File: config.mk
export PLATFORM = sky130hd
export DESIGN_NAME = opa_adapter
export DESIGN_NICKNAME = d
export VERILOG_FILES = /design/src/pkg/opa_pkg.sv /design/src/rtl/opa_adapter.sv
export SDC_FILE = /design/constraint.sdc
export NUM_CORES = 1
export LEC_CHECK = 0
export BUFFER_PORTS_ARGS = -buffer_cell sky130_fd_sc_hd__buf_2
export CAP_MARGIN = 25
export CORE_MARGIN = 1.5
export CORE_UTILIZATION = 29
export CTS_CLUSTER_SIZE = 12
export DETAILED_ROUTE_END_ITERATION = 8
export MAX_ROUTING_LAYER = met4
export PLACE_DENSITY = 0.54
export SLEW_MARGIN = 20
export SYNTH_ARGS = -nofsm -noshare
export SYNTH_HDL_FRONTEND = slang
export SYNTH_SLANG_ARGS = --single-unit
File: constraint.sdc
create_clock -name clock -period 6.5 [get_ports clock]
set_input_delay 1.625 -clock clock [delete_from_list [all_inputs] [get_ports clock]]
set_output_delay 1.625 -clock clock [all_outputs]
set_load 0.01 [all_outputs]
File: src/pkg/opa_pkg.sv
/*
  opa_pkg: command codes, status and control bit positions and carrier
  types for the operator panel adapter.
  Assumes one system clock and commands presented one per cycle.
*/
package opa_pkg;
  // ------------------------------------------------------------
  // device address and command codes
  // ------------------------------------------------------------
  localparam logic [7:0] OPA_DEV_ADDR  = 8'h0a;
  localparam logic [7:0] CMD_RESET     = 8'h01;
  localparam logic [7:0] CMD_RD_STAT   = 8'h10;
  localparam logic [7:0] CMD_RD_R1L    = 8'h11;
  localparam logic [7:0] CMD_RD_R1H    = 8'h12;
  localparam logic [7:0] CMD_RD_R2L    = 8'h13;
  localparam logic [7:0] CMD_RD_R2H    = 8'h14;
  localparam logic [7:0] CMD_RD_CTRL   = 8'h15;
  localparam logic [7:0] CMD_WR_STAT   = 8'h20;
  localparam logic [7:0] CMD_SET_STAT  = 8'h21;
  localparam logic [7:0] CMD_CLR_STAT  = 8'h22;
  localparam logic [7:0] CMD_WR_CTRL   = 8'h23;
  localparam logic [7:0] CMD_WR_R1L    = 8'h24;
  localparam logic [7:0] CMD_WR_R1H    = 8'h25;
  localparam logic [7:0] CMD_WR_R2L    = 8'h26;
  localparam logic [7:0] CMD_WR_R2H    = 8'h27;
  localparam logic [7:0] CMD_WR_CMPH   = 8'h28;
  localparam logic [7:0] CMD_WR_CMPL   = 8'h29;
  localparam logic [7:0] CMD_WR_LEVEL  = 8'h2a;
  // ------------------------------------------------------------
  // panel_status_word bits
  // ------------------------------------------------------------
  localparam int ST_STORLOC   = 2;
  localparam int ST_CHECKSTOP = 6;
  localparam int ST_RR0       = 8;
  localparam int ST_RR1       = 9;
  localparam int ST_RR2       = 10;
  localparam int ST_CMP_FETCH = 11;
  localparam int ST_CMP_STORE = 12;
  localparam int ST_PENDING   = 13;
  localparam int ST_IRQ_EN    = 14;
  localparam int ST_RR3       = 15;
  // bits whose being set asks for an interrupt
  localparam logic [15:0] ST_EVENT_MASK = 16'h9f44;
  // ------------------------------------------------------------
  // panel_control bits
  // ------------------------------------------------------------
  localparam int CT_CMP_FETCH = 0;
  localparam int CT_CMP_STORE = 1;
  localparam int CT_CHK_STOP  = 2;
  localparam int CT_REG2_SEL  = 3;
  localparam int CT_ATTN      = 6;
  localparam int CT_KEYLOCK   = 7;
  // ------------------------------------------------------------
  // reset values
  // ------------------------------------------------------------
  localparam logic [15:0] STAT_RESET  = 16'h0000;
  localparam logic [7:0]  CTRL_RESET  = 8'h00;
  localparam logic [31:0] ENTRY_RESET = 32'h0000_0000;
  localparam logic [3:0]  LEVEL_ANY   = 4'h0;
  // ------------------------------------------------------------
  // carriers
  // ------------------------------------------------------------
  typedef struct packed {
    logic        valid;
    logic [7:0]  dev;
    logic [7:0]  code;
    logic [15:0] wdata;
  } opa_cmd_t;
  typedef struct packed {
    logic        valid;
    logic        store;
    logic [2:0]  level;
    logic [31:0] addr;
  } opa_acc_t;
  typedef enum logic [1:0] {OPA_RUN, OPA_STOP, OPA_STEP} opa_run_t;
endpackage : opa_pkg

File: src/rtl/opa_adapter.sv
/*
  opa_adapter: operator panel adapter between the host processor and the
  expanded_panel pushbuttons and indicators.
  Assumes all inputs synchronous to clock and button inputs one-cycle
  pulses. Processor accesses are observed on a monitor port.
*/
// How it works
// - reset/restore resets processor, unlocks keys, sets status 8,9,10,15
// - step runs one instruction while stopped, loads address into entry one
// - stop lights stop indicator and halts execution
// - armed check stop halts on check or exception; button sets bit 6
// - only commands at device address 0A are accepted
// - reset-adapter clears every adapter register to zero except the run state
// - separate reads for status, entry halves and control
// - status writable whole, plus set-bits and reset-bits commands
// - enabled interrupt with pending event raises irq and pending bit
// - eight-bit control register written and read back
// - control bit 3 routes keyed entry to entry two, else one
// - entry registers have separately written 16-bit halves
// - keyed digit shifts in low nibble, top nibble lost
// - compare register loaded by halves; level zero matches address only
// - armed compare on matching access sets status and asks interrupt
// - store compare matches only at the compare address
// - unsupported command code reports a system check
// - storage-location button sets status bit 2, selects entry one
`timescale 1ns/100ps
module opa_adapter
  import opa_pkg::*;
(
  // clock and reset
  input  wire logic        clock,
  input  wire logic        rst_n,
  // host command port
  input  wire opa_cmd_t    cmd,
  output logic             resp_valid,
  output logic [15:0]      resp_data,
  output logic             sys_check,
  output logic             irq,
  // processor control
  input  wire opa_acc_t    acc,
  input  wire logic        proc_check,
  input  wire logic        step_done,
  input  wire logic [31:0] step_addr,
  output logic             proc_reset,
  output logic             proc_halt,
  output logic             step_req,
  // panel pushbuttons
  input  wire logic        btn_restore,
  input  wire logic        btn_stop,
  input  wire logic        btn_start,
  input  wire logic        btn_step,
  input  wire logic        btn_chkstop,
  input  wire logic        btn_storloc,
  input  wire logic        key_valid,
  input  wire logic [3:0]  key_digit,
  // panel indicators
  output logic [31:0]      disp_value,
  output logic             ind_reg2,
  output logic             ind_stop,
  output logic             ind_chkstop,
  output logic             ind_keylock,
  output logic             ind_attn,
  output logic             storloc_sel,
  output logic [31:0]      storloc_addr
);
  // ------------------------------------------------------------
  // command decode
  // ------------------------------------------------------------
  logic [15:0] panel_status_word;
  logic [7:0]  panel_control;
  logic [31:0] entry_register_one;
  logic [31:0] entry_register_two;
  logic [31:0] cmp_addr;
  logic [3:0]  cmp_level;
  opa_run_t    run_state;
  logic        mine;
  logic        known;
  logic        is_read;
  logic        do_reset;
  logic        keys_ok;
  logic        cmp_hit;
  logic        fetch_hit;
  logic        store_hit;
  logic        chk_hit;

  assign mine     = cmd.valid && (cmd.dev == OPA_DEV_ADDR);
  assign do_reset = mine && (cmd.code == CMD_RESET);
  assign is_read  = (cmd.code >= CMD_RD_STAT) && (cmd.code <= CMD_RD_CTRL);
  assign known    = is_read || do_reset
                 || ((cmd.code >= CMD_WR_STAT) && (cmd.code <= CMD_WR_LEVEL));
  // locked keyboard only lets reset/restore through
  assign keys_ok  = !panel_control[CT_KEYLOCK];

  // ------------------------------------------------------------
  // read answer and system check
  // ------------------------------------------------------------
  // read data registered so it stands clean for one cycle
  always_ff @(posedge clock) begin
    if (!rst_n) begin
      resp_valid <= 1'b0;
      resp_data  <= 16'h0000;
    end else begin
      resp_valid <= mine && is_read;
      if (!(mine && is_read)) begin
        resp_data <= 16'h0000;
      end else if (cmd.code == CMD_RD_STAT) begin
        resp_data <= panel_status_word;
      end else if (cmd.code == CMD_RD_R1L) begin
        resp_data <= entry_register_one[15:0];
      end else if (cmd.code == CMD_RD_R1H) begin
        resp_data <= entry_register_one[31:16];
      end else if (cmd.code == CMD_RD_R2L) begin
        resp_data <= entry_register_two[15:0];
      end else if (cmd.code == CMD_RD_R2H) begin
        resp_data <= entry_register_two[31:16];
      end else begin
        resp_data <= {8'h00, panel_control};
      end
    end
  end

  always_ff @(posedge clock) begin
    if (!rst_n) begin
      sys_check <= 1'b0;
    end else begin
      sys_check <= mine && !known;
    end
  end

  // ------------------------------------------------------------
  // control and compare registers
  // ------------------------------------------------------------
  // control write
  always_ff @(posedge clock) begin
    if (!rst_n || do_reset) begin
      panel_control <= CTRL_RESET;
    end else if (mine && cmd.code == CMD_WR_CTRL) begin
      panel_control <= cmd.wdata[7:0];
    end else if (btn_restore) begin
      panel_control[CT_KEYLOCK] <= 1'b0;
    end
  end

  always_ff @(posedge clock) begin
    if (!rst_n || do_reset) begin
      cmp_addr  <= ENTRY_RESET;
      cmp_level <= LEVEL_ANY;
    end else if (mine && cmd.code == CMD_WR_CMPH) begin
      cmp_addr[31:16] <= cmd.wdata;
    end else if (mine && cmd.code == CMD_WR_CMPL) begin
      cmp_addr[15:0] <= cmd.wdata;
    end else if (mine && cmd.code == CMD_WR_LEVEL) begin
      cmp_level <= cmd.wdata[3:0];
    end
  end

  assign cmp_hit = acc.valid && (acc.addr == cmp_addr)
                && ((cmp_level == LEVEL_ANY) || (cmp_level[2:0] == acc.level));
  assign store_hit = cmp_hit && acc.store && panel_control[CT_CMP_STORE];
  assign fetch_hit = cmp_hit && !acc.store && panel_control[CT_CMP_FETCH];
  assign chk_hit   = panel_control[CT_CHK_STOP] && (proc_check || sys_check);

  // ------------------------------------------------------------
  // entry registers
  // ------------------------------------------------------------
  // halves written alone
  always_ff @(posedge clock) begin
    if (!rst_n || do_reset) begin
      entry_register_one <= ENTRY_RESET;
    end else if (mine && cmd.code == CMD_WR_R1L) begin
      entry_register_one[15:0] <= cmd.wdata;
    end else if (mine && cmd.code == CMD_WR_R1H) begin
      entry_register_one[31:16] <= cmd.wdata;
    end else if (run_state == OPA_STEP && step_done) begin
      entry_register_one <= step_addr;
    end else if (key_valid && keys_ok && !panel_control[CT_REG2_SEL]) begin
      entry_register_one <= {entry_register_one[27:0], key_digit};
    end
  end

  always_ff @(posedge clock) begin
    if (!rst_n || do_reset) begin
      entry_register_two <= ENTRY_RESET;
    end else if (mine && cmd.code == CMD_WR_R2L) begin
      entry_register_two[15:0] <= cmd.wdata;
    end else if (mine && cmd.code == CMD_WR_R2H) begin
      entry_register_two[31:16] <= cmd.wdata;
    end else if (key_valid && keys_ok && panel_control[CT_REG2_SEL]) begin
      entry_register_two <= {entry_register_two[27:0], key_digit};
    end
  end

  // ------------------------------------------------------------
  // status register
  // ------------------------------------------------------------
  logic [15:0] next_status;
  logic [15:0] hw_set;

  // hardware sets are or-ed last so a same-cycle clear cannot lose them
  always_comb begin
    hw_set = 16'h0000;
    if (btn_restore) begin
      hw_set[ST_RR0] = 1'b1;
      hw_set[ST_RR1] = 1'b1;
      hw_set[ST_RR2] = 1'b1;
      hw_set[ST_RR3] = 1'b1;
    end
    hw_set[ST_STORLOC]   = btn_storloc && keys_ok;
    hw_set[ST_CHECKSTOP] = btn_chkstop && keys_ok;
    hw_set[ST_CMP_FETCH] = fetch_hit;
    hw_set[ST_CMP_STORE] = store_hit;
    next_status = panel_status_word;
    if (mine && cmd.code == CMD_WR_STAT) begin
      next_status = cmd.wdata;
    end else if (mine && cmd.code == CMD_SET_STAT) begin
      next_status = panel_status_word | cmd.wdata;
    end else if (mine && cmd.code == CMD_CLR_STAT) begin
      next_status = panel_status_word & ~cmd.wdata;
    end
    next_status = next_status | hw_set;
    next_status[ST_PENDING] = next_status[ST_IRQ_EN]
                           && |(next_status & ST_EVENT_MASK);
  end

  always_ff @(posedge clock) begin
    if (!rst_n || do_reset) begin
      panel_status_word <= STAT_RESET;
    end else begin
      panel_status_word <= next_status;
    end
  end

  assign irq = panel_status_word[ST_PENDING];

  // ------------------------------------------------------------
  // run control
  // ------------------------------------------------------------
  // run state kept across reset-adapter: it is processor state, not a register
  always_ff @(posedge clock) begin
    if (!rst_n) begin
      run_state <= OPA_RUN;
    end else begin
      case (run_state)
        OPA_RUN: begin
          if ((btn_stop && keys_ok) || fetch_hit || store_hit || chk_hit) begin
            run_state <= OPA_STOP;
          end
        end
        OPA_STOP: begin
          if (btn_step && keys_ok) begin
            run_state <= OPA_STEP;
          end else if (btn_start && keys_ok) begin
            run_state <= OPA_RUN;
          end
        end
        OPA_STEP: begin
          if (step_done) begin
            run_state <= OPA_STOP;
          end
        end
        default: begin
          run_state <= OPA_RUN;
        end
      endcase
    end
  end

  // step request lasts one cycle at entry to stepping
  always_ff @(posedge clock) begin
    if (!rst_n) begin
      step_req   <= 1'b0;
      proc_reset <= 1'b0;
    end else begin
      step_req   <= (run_state == OPA_STOP) && btn_step && keys_ok;
      proc_reset <= btn_restore;
    end
  end

  // ------------------------------------------------------------
  // indicators
  // ------------------------------------------------------------
  assign proc_halt    = (run_state != OPA_RUN);
  assign ind_stop     = proc_halt;
  assign ind_chkstop  = panel_control[CT_CHK_STOP];
  assign ind_keylock  = panel_control[CT_KEYLOCK];
  assign ind_attn     = panel_control[CT_ATTN];
  assign ind_reg2     = panel_control[CT_REG2_SEL];
  assign disp_value   = ind_reg2 ? entry_register_two : entry_register_one;
  assign storloc_sel  = panel_status_word[ST_STORLOC];
  assign storloc_addr = entry_register_one;
endmodule : opa_adapter

==> results of run 1 <==
layout by cell type, fill, tap and decap left out, drive strengths merged, types with 3 or more instances in the layout:
cell type	n
buf	226
nand2	151
dfxtp	146
a21oi	89
mux2i	83
nor2	76
mux2	34
a211oi	34
xor2	33
o21ai	33
o211ai	32
clkbuf	17
nor3	14
nor2b	12
nor4	11
a21boi	10
a21o	9
inv	9
a22oi	8
a221oi	8
a211o	8
or3	7
clkinv	7
or4	6
nand3	6
a221o	5
or2	4
nand2b	4
a22o	4
nand4	3
o21a	3
clkinvlp	3
worst min-delay path, cell delays in order (launching register included):
cell and delay (ns):
dfxtp_1 0.31, nand2_1 0.05, a21boi_1 0.05
registers in the layout (all words and copies together), names as in the netlist:
name / flops
proc_reset: 1
panel_status_word: 16
storloc_addr: 32
cmp_addr: 32
step_req: 1
entry_register_two: 32
cmp_level: 4
panel_control: 8
sys_check: 1
resp_valid: 1
run_state: 2
resp_data: 16
where the power goes:
| part | leakage (nW) | total [W] | internal [W] | switching, W |
|---|---|---|---|---|
| logic | 2.73 | 0.000183 | 0.0000683 | 0.000115 |
| clock network | 0.272 | 0.000963 | 0.000530 | 0.000433 |
| registers | 1.18 | 0.000915 | 0.000903 | 0.0000120 |
| total | 4.18 | 0.00206 | 0.00150 | 0.000560 |
stage by stage:
stage / cell area (µm²) / utilization, % / total power (W) / hold WS, ns
2_1_floorplan: 7820 / - / 0.00102 / 0.432
3_3_place_gp: 9050 / 34.4 / 0.00112 / 0.449
3_5_place_dp: 9110 / 34.7 / 0.00112 / 0.454
4_1_cts: 9670 / 36.8 / 0.00207 / 0.462
5_1_grt: 9680 / 36.8 / 0.00213 / 0.476
6_report: 9680 / 36.8 / 0.00206 / 0.460
cell type report:
class	count	area (µm²)
clock buffer	17	425
clock inverter	15	133
fill	2768	16600
inverter	5	18.8
multi-input combinational	705	4560
sequential	146	2920
tap	335	419
timing repair buffer	226	1200
worst max-delay path by stage:
stage	from	endpoint	slack, ns	cells after the start
5_1_grt	cmd[31]	storloc_addr[30]$_SDFFE_PP0P_	2.13	8
3_5_place_dp	cmd[31]	storloc_addr[25]$_SDFFE_PP0P_	1.91	8
6_report	cmd[31]	storloc_addr[25]$_SDFFE_PP0P_	2.36	8
3_3_place_gp	cmd[20]	entry_register_two[20]$_SDFFE_PP0P_	1.75	8
4_1_cts	cmd[31]	storloc_addr[25]$_SDFFE_PP0P_	2.37	8
2_1_floorplan	cmd[20]	entry_register_two[21]$_SDFFE_PP0P_	3.00	8
logic make-up (layout without fill, tap and decap cells):
kind of cell	after synthesis	after routing	share of synthesized area, %
AOI/OAI and AO/OA	249	249	20.9
muxes	117	117	15.5
buffers and inverters	88	263	4.69
DFF	146	146	37.4
xor gates and xnor gates	34	34	3.81
and+or+nand+nor	305	305	17.7
routing by layer:
layer  vias up  GRT usage [%]  part of all wire, %
li1       3674              -                    -
met1      3655           29.2                   43
met2       401           35.6                   45
met3        53           4.96                  8.9
met4         0           7.72                  2.6
met5         -              -                    0
==> flow_metrics.env, run 1 <==
export IMPL_outcome="finished clean"
export IMPL_hp_start="panel_status_word[0]$_SDFFE_PP0P_"
export IMPL_ys_seq_area_share_pct=37.4
export IMPL_remaining_drc_errors=0
export IMPL_cts_hold_repair_buffers=0
export IMPL_design_portCount=209
export IMPL_syn_instance_count=939
export IMPL_synth_top_cells_by_area="dfxtp_1 37%, mux2i_1 11%, nand2_1 7.2%"
export IMPL_r2r_start="panel_control[3]$_SDFFE_PP0P_"
export IMPL_drt_pass1_iter_count=5
export IMPL_clkSinkCount=146
export IMPL_critical_path_arrival_ns=4.51
export IMPL_worstSetupStartpointType="input port"
export IMPL_endpoint_kind="register"
export IMPL_slew_headroom_pct=34.3
export IMPL_postSynthRegisterBits=146
export IMPL_clock_tree_root_cell="clkbuf_16"
export IMPL_worst_ep_required_time_ns=6.86
export IMPL_cts_repair_timing_setup_buffer_count=0
export IMPL_largest_net_degree_at_the_start_of_global_routing=39
export IMPL_synth_ff_type="dfxtp_1"
export IMPL_yosysTopAreaCellShare_pct=37.4
export IMPL_hold_class="reg -> reg"
export IMPL_cts_htree_levels=4
export IMPL_number_of_hold_violations_in_the_final_report=0
export IMPL_post_layout_nonfiller_instances=1449
export IMPL_detail_route_antenna_nets=0
export IMPL_critical_path_cell_chain="buf_2 > nor3b_1 > nand4_1 > or3_1 > buf_16 > a21boi_2 > o211ai_1 > a21oi_1"
export IMPL_design_die_area_um2=28000
export IMPL_cts_path_max_buffers=2
export IMPL_whs_path_depth=2
export IMPL_detailed_place_hpwl_um=22700
export IMPL_postSynthAreaPerCell_um2=8.33
export IMPL_netlist_cell_type_count=56
export IMPL_synthMostInstantiatedCell="nand2_1"
export IMPL_number_of_nets_in_the_final_layout=1218
export IMPL_timing_final_max_slew_violations=0
export IMPL_yosysWarningCount=0
export IMPL_path_class="in -> reg"
export IMPL_first_global_vias=7250
export IMPL_detailedPlace_worstSlack_ns=1.91
export IMPL_final_min_period_over_clock_period_pct=63.8
export IMPL_setup_total_negative_slack_ns=0
export IMPL_gpl_final_weighted_congestion=0.900
export IMPL_floorplan_core_area_um2=26300
export IMPL_grt_pass1_wl_um=45900
export IMPL_total_wirelength_of_the_detailed_routed_design_um=31500
export IMPL_r2r_cells=4
export IMPL_gr_usage_all_layers_pct=22.8
export IMPL_synth_enable_flop_cells=0
export IMPL_cts_buffers=17
export IMPL_post_route_cells_drive_above_1_share_pct=28.2
export IMPL_ir_worst_vdd_mv=0.183
export IMPL_hold_path_endpoint="resp_data[0]$_SDFF_PN0_"
export IMPL_initialDrtViolationCount=724
export IMPL_insertion_delay_ns=0.44
export IMPL_worst_path_dominant_cell_family="simple AND/OR/NAND/NOR gates"
export IMPL_critical_path_n_buffers_inverters=2
export IMPL_critical_path_peak_fanout=22
export IMPL_cpPeakStageDelay_ns=0.74
export IMPL_r2r_end="entry_register_two[28]$_SDFFE_PP0P_"
export IMPL_avgViaCountPerCell=5.37
export IMPL_area_growth_syn_to_layout_pct=23.8
export IMPL_initial_utilization_pct=29.8
export IMPL_finalWorstSetupSlack_ns=2.36
export IMPL_port_buffers=208
export IMPL_cts_tree="yes"
export IMPL_chipHeight_um=167
export IMPL_worstMarginPinSlew_ns=0.986
export IMPL_synthArstFlopShare_pct=0
export IMPL_cts_clock_pin_slew_for_the_worst_setup_and_hold_paths_ns=0.06
export IMPL_critical_path_slowest_cell="or3_1"
export IMPL_dp_cells=1416
export IMPL_setup_viol=0
export IMPL_r2r_slack_ns=4.05
export IMPL_synth_top_cell_by_area="dfxtp_1"
export IMPL_grt_ovfl_total=0
export IMPL_post_synth_instance_area_um2=7820
export IMPL_via_count=7783
export IMPL_cellLeakagePower_nw=4.18
export IMPL_max_freq_mhz=241
export IMPL_fp_dieW_um=167
export IMPL_cap_violations=0
export IMPL_synthesis_nets=1056
export IMPL_route_detailed_wl_per_inst_um=21.8
export IMPL_cellPowerDensity_nw_per_um2=213
export IMPL_antenna_cells=0
export IMPL_synth_top_cells_by_count="151 x nand2_1, 146 x dfxtp_1, 88 x a21oi_1, 83 x mux2i_1, 76 x nor2_1"
export IMPL_ctsResizeCount=0
export IMPL_grt_setup_unrepaired="false"
export IMPL_period_minus_slack_ns=4.14
export IMPL_clock_skew_final_ns=0.0150
export IMPL_antenna_found_initial=0
export IMPL_floorplan_rows=59
Power figures use the tool's default switching activity.
==> inputs of run 2 (changes only) <==
--- a/config.mk
+++ b/config.mk
@@ -12,7 +12,7 @@
 export CTS_CLUSTER_SIZE = 12
 export DETAILED_ROUTE_END_ITERATION = 8
 export MAX_ROUTING_LAYER = met4
-export PLACE_DENSITY = 0.54
+export PLACE_DENSITY = 0.56
 export SLEW_MARGIN = 20
 export SYNTH_ARGS = -nofsm -noshare
 export SYNTH_HDL_FRONTEND = slang
==> constraint.sdc (replaced) <==
create_clock -name clock -period 3.5 [get_ports clock]
set_input_delay 0.875 -clock clock [delete_from_list [all_inputs] [get_ports clock]]
set_output_delay 0.875 -clock clock [all_outputs]
set_load 0.01 [all_outputs]
==> flow_metrics.env, run 2 (synthesis gave the netlist of run 1 again) <==
export IMPL_detailedPlace_worstSlack_ns=0.312
export IMPL_power_report_internal_total_w=0.00289
export IMPL_fp_dieW_um=167
export IMPL_antenna_found_initial=0
export IMPL_detailed_place_hpwl_um=22500
export IMPL_cap_violations=0
export IMPL_grt_pass1_wl_um=46100
export IMPL_via_count=7789
export IMPL_area_growth_syn_to_layout_pct=25.2
export IMPL_fillerInstances=2761
export IMPL_clock_power_share_pct=47.5
export IMPL_setup_total_negative_slack_ns=0
export IMPL_endpoint_kind="output port"
export IMPL_chipHeight_um=167
export IMPL_total_wirelength_of_the_detailed_routed_design_um=31200
export IMPL_drt_pass1_iter_count=9
export IMPL_swShare_pct=26.0
export IMPL_critical_path_peak_fanout=23
export IMPL_clock_skew_final_ns=0.0107
export IMPL_cts_buffers=17
export IMPL_post_layout_nonfiller_instances=1459
export IMPL_cts_path_max_buffers=2
export IMPL_net_switching_power_of_the_design_w=0.00101
export IMPL_antenna_cells=0
export IMPL_setup_viol=0
export IMPL_first_global_vias=7229
export IMPL_initial_utilization_pct=29.8
export IMPL_slew_headroom_pct=37.5
export IMPL_period_minus_slack_ns=2.98
export IMPL_path_class="reg -> out"
export IMPL_avgViaCountPerCell=5.34
export IMPL_cts_hold_repair_buffers=0
export IMPL_design_portCount=209
export IMPL_largest_net_degree_at_the_start_of_global_routing=51
export IMPL_most_common_layout_cells="208 x buf_2, 151 x nand2_1, 146 x dfxtp_1"
export IMPL_grt_setup_unrepaired="false"
export IMPL_design_die_area_um2=28000
export IMPL_r2r_slack_ns=1.25
export IMPL_timing_final_max_slew_violations=0
export IMPL_ctsResizeCount=0
export IMPL_finalWorstSetupSlack_ns=0.520
export IMPL_max_freq_mhz=336
export IMPL_comb_power_share_pct=8.9
export IMPL_cts_repair_timing_setup_buffer_count=0
export IMPL_post_route_cells_drive_above_1_share_pct=28.5
export IMPL_worst_ep_required_time_ns=2.62
export IMPL_floorplan_core_area_um2=26300
export IMPL_number_of_nets_in_the_final_layout=1228
export IMPL_floorplan_rows=59
export IMPL_grt_ovfl_total=0
export IMPL_gpl_final_weighted_congestion=0.927
export IMPL_outcome="complete, but fails checks"
export IMPL_critical_path_arrival_ns=2.11
export IMPL_clock_tree_root_cell="clkbuf_16"
export IMPL_route_detailed_wl_per_inst_um=21.4
export IMPL_remaining_drc_errors=1
export IMPL_worstSetupStartpointType="register"
export IMPL_number_of_hold_violations_in_the_final_report=0
export IMPL_gr_usage_all_layers_pct=22.8
export IMPL_power_frac_seq_pct=43.6
export IMPL_dp_cells=1427
export IMPL_final_min_period_over_clock_period_pct=85.1
export IMPL_cts_htree_levels=4
export IMPL_hold_class="reg -> reg"
export IMPL_cts_clock_pin_slew_for_the_worst_setup_and_hold_paths_ns=0.07
export IMPL_design_power_total_w=0.00390
export IMPL_port_buffers=208
export IMPL_ir_worst_vdd_mv=0.257
export IMPL_detail_route_antenna_nets=0
export IMPL_worstMarginPinSlew_ns=0.925
export IMPL_cellPowerDensity_nw_per_um2=398
export IMPL_clkSinkCount=146
export IMPL_insertion_delay_ns=0.44
export IMPL_cts_tree="yes"
export IMPL_most_common_cell_after_layout_fill_and_taps_aside="buf_2"
export IMPL_violations_in_the_final_reports="DRC"
export IMPL_cellLeakagePower_nw=4.24
export IMPL_initialDrtViolationCount=741
[run 2: layout make-up]
cell class | count | area, µm² | share of cell area, %
clock buffers | 21 | 450 | 4.60
clock inverters | 11 | 130 | 1.33
inverters | 5 | 18.8 | 0.192
multi-input cells | 705 | 4550 | 46.5
flip-flops and latches | 146 | 2920 | 29.8
well taps | 335 | 419 | 4.28
repair buffers | 236 | 1300 | 13.3
[run 2: final timing paths]
check | from | end | depth (start not counted)
min | panel_status_word[5]$_SDFFE_PP0P_ | resp_data[5]$_SDFF_PN0_ | 2
max | panel_control[3]$_SDFFE_PP0P_ | disp_value[19] | 3
max reg2reg | panel_control[3]$_SDFFE_PP0P_ | storloc_addr[31]$_SDFFE_PP0P_ | 4
min reg2reg | panel_status_word[5]$_SDFFE_PP0P_ | resp_data[5]$_SDFF_PN0_ | 2
[run 2: metal layers]
metal	global-route usage [%]	up-vias	part of all wire, %
met5	-	-	0
met4	7.05	0	2.1
met3	4.02	43	7.5
met2	35.6	367	46
met1	30.0	3677	44
li1	-	3702	-
[run 2: power by group through the flow]
| stage | clock, W | sequential (W) | combinational [W] |
|---|---|---|---|
| after global placement | 0 | 0.00174 | 0.000343 |
| after detailed placement | 0 | 0.00174 | 0.000343 |
| after global routing | 0.00194 | 0.00170 | 0.000371 |
| after CTS | 0.00188 | 0.00170 | 0.000345 |
| final | 0.00185 | 0.00170 | 0.000346 |
| after floorplan | 0 | 0.00173 | 0.000167 |
[run 2: critical path, cell delays in order, from the launching register on]
cell	delay [ns]
dfxtp_1	0.86
buf_12	0.27
mux2_2	0.38
buf_2	0.14
[run 2: metrics by stage]
stage	instance area [µm²]	hold slack [ns]	utilization (%)
floorplan	7820	0.432	-
global placement	9210	0.446	35.1
detailed placement	9210	0.446	35.1
CTS	9790	0.450	37.3
global route	9790	0.475	37.3
finish	9790	0.446	37.3
==> inputs of run 3 (changes only) <==
--- a/config.mk
+++ b/config.mk
@@ -11,6 +11,7 @@
 export CORE_UTILIZATION = 29
 export CTS_CLUSTER_SIZE = 12
 export DETAILED_ROUTE_END_ITERATION = 8
+export GPL_TIMING_DRIVEN = 0
 export MAX_ROUTING_LAYER = met4
 export PLACE_DENSITY = 0.56
 export SLEW_MARGIN = 20
==> flow_metrics.env, run 3 (synthesis gave the netlist of run 1 again) <==
export IMPL_final_min_period_over_clock_period_pct=97.3
export IMPL_cts_path_max_buffers=2
export IMPL_critical_path_arrival_ns=2.53
export IMPL_port_buffers=192
export IMPL_hold_class="reg -> reg"
export IMPL_detail_route_antenna_nets=0
export IMPL_number_of_nets_in_the_final_layout=1267
export IMPL_chipHeight_um=167
export IMPL_grt_pass1_wl_um=49400
export IMPL_cap_violations=0
export IMPL_fp_dieW_um=167
export IMPL_worst_ep_required_time_ns=2.62
export IMPL_design_portCount=209
export IMPL_cts_clock_pin_slew_for_the_worst_setup_and_hold_paths_ns=0.06
export IMPL_design_die_area_um2=28000
export IMPL_worstMarginPinSlew_ns=1.02
export IMPL_r2r_end="storloc_addr[31]$_SDFFE_PP0P_"
export IMPL_fillerInstances=2828
export IMPL_clock_tree_root_cell="clkbuf_16"
export IMPL_final_core_util_pct=37.3
export IMPL_worstSetupStartpointType="register"
export IMPL_floorplan_core_area_um2=26300
export IMPL_clkSinkCount=146
export IMPL_antenna_cells=0
export IMPL_setup_viol=0
export IMPL_cts_tree="yes"
export IMPL_multi_input_area_um2=4530
export IMPL_slew_headroom_pct=31.4
export IMPL_cts_buffers=17
export IMPL_gpl_final_weighted_congestion=0.921
export IMPL_whs_path_depth=2
export IMPL_total_wirelength_of_the_detailed_routed_design_um=33600
export IMPL_seq_area_um2=2920
export IMPL_gr_usage_all_layers_pct=24.5
export IMPL_avgViaCountPerCell=5.39
export IMPL_r2r_slack_ns=0.98
export IMPL_post_layout_nonfiller_instances=1497
export IMPL_r2r_cells=7
export IMPL_floorplan_rows=59
export IMPL_outcome="complete, but fails checks"
export IMPL_route_detailed_wl_per_inst_um=22.5
export IMPL_timing_final_max_slew_violations=0
export IMPL_violations_in_the_final_reports="DRC"
export IMPL_post_route_cells_drive_above_1_share_pct=25.2
export IMPL_first_global_vias=7884
export IMPL_largest_net_degree_at_the_start_of_global_routing=17
export IMPL_grt_ovfl_total=0
export IMPL_initialDrtViolationCount=606
export IMPL_ir_worst_vdd_mv=0.182
export IMPL_detailed_place_hpwl_um=25100
export IMPL_path_class="reg -> out"
export IMPL_cellLeakagePower_nw=4.18
export IMPL_remaining_drc_errors=1
export IMPL_via_count=8070
export IMPL_max_freq_mhz=294
export IMPL_clock_skew_final_ns=0.00994
export IMPL_cts_htree_levels=4
export IMPL_design_power_total_w=0.00399
export IMPL_area_growth_syn_to_layout_pct=25.5
export IMPL_drt_pass1_iter_count=7
export IMPL_most_common_cell_after_layout_fill_and_taps_aside="buf_2"
export IMPL_worst_hold_slack_ns=0.460
export IMPL_hp_start="panel_status_word[4]$_SDFFE_PP0P_"
export IMPL_grt_setup_unrepaired="false"
export IMPL_hold_path_endpoint="resp_data[4]$_SDFF_PN0_"
export IMPL_cellPowerDensity_nw_per_um2=407
export IMPL_dp_cells=1466
export IMPL_number_of_hold_violations_in_the_final_report=0
export IMPL_endpoint_kind="output port"
export IMPL_critical_path_peak_fanout=10
export IMPL_period_minus_slack_ns=3.41
export IMPL_insertion_delay_ns=0.43
export IMPL_antenna_found_initial=0
export IMPL_initial_utilization_pct=29.8
export IMPL_r2r_start="run_state[0]$_SDFFE_PN0P_"
export IMPL_most_common_layout_cells="204 x buf_2, 151 x nand2_1, 146 x dfxtp_1"
## run 3: metrics by stage
step | TNS [ns] | cell area (µm²) | setup slack (ns)
2_1_floorplan | 0 | 7820 | 0.748
3_5_place_dp | -12.63 | 9200 | -0.367
6_report | 0 | 9810 | 0.0934
4_1_cts | 0 | 9810 | 0.0752
5_1_grt | 0 | 9810 | 0.0232
3_3_place_gp | -8.72 | 9200 | -0.289
## run 3: layout make-up
| type | count | area share [%] |
|---|---|---|
| plain buffers | 83 | 3.56 |
| multi-input cells | 705 | 46.2 |
| inverters | 5 | 0.191 |
| repair buffers | 192 | 9.79 |
| well taps | 335 | 4.27 |
| clock inverters | 11 | 1.57 |
| clock buffers | 20 | 4.66 |
| flip-flops and latches | 146 | 29.8 |
## run 3: timing repair
| action | 4_1_cts | 5_1_grt |
|---|---|---|
| endpoints found under the hold margin | 0 | 0 |
| setup buffers | 0 | 0 |
| hold buffers | 0 | 0 |
| resized for setup | 0 | 1 |
| endpoints found under the setup margin | 0 | 10 |
## run 3: per-layer routing
metal	up-vias	share of wire [%]	GRT usage (%)
met2	394	45	38.5
met5	-	0	-
met4	0	3.5	9.67
li1	3768	-	-
met3	66	7.6	4.87
met1	3842	44	31.0
## run 3: worst max path at each step
stage | from | to | cells after the start
finish | panel_control[3]$_SDFFE_PP0P_ | disp_value[19] | 4
floorplan | cmd[20] | entry_register_two[21]$_SDFFE_PP0P_ | 8
CTS | cmd[18] | storloc_addr[31]$_SDFFE_PP0P_ | 9
detailed placement | cmd[18] | cmp_addr[31]$_SDFFE_PP0P_ | 9
global route | cmd[18] | storloc_addr[12]$_SDFFE_PP0P_ | 9
global placement | cmd[18] | cmp_addr[19]$_SDFFE_PP0P_ | 9
## run 3: where the power goes
group | internal (W) | switching, W | leakage, nW | total, W
clock network | 0.00116 | 0.000777 | 0.293 | 0.00194
logic | 0.000129 | 0.000222 | 2.71 | 0.000351
registers | 0.00168 | 0.0000225 | 1.18 | 0.00170
total | 0.00297 | 0.00102 | 4.18 | 0.00399
## run 3: worst max-delay path: stages, from the launching register on
cell	delay [ns]
dfxtp_1	0.32
clkbuf_1	0.56
buf_1	0.62
mux2_2	0.45
buf_2	0.15
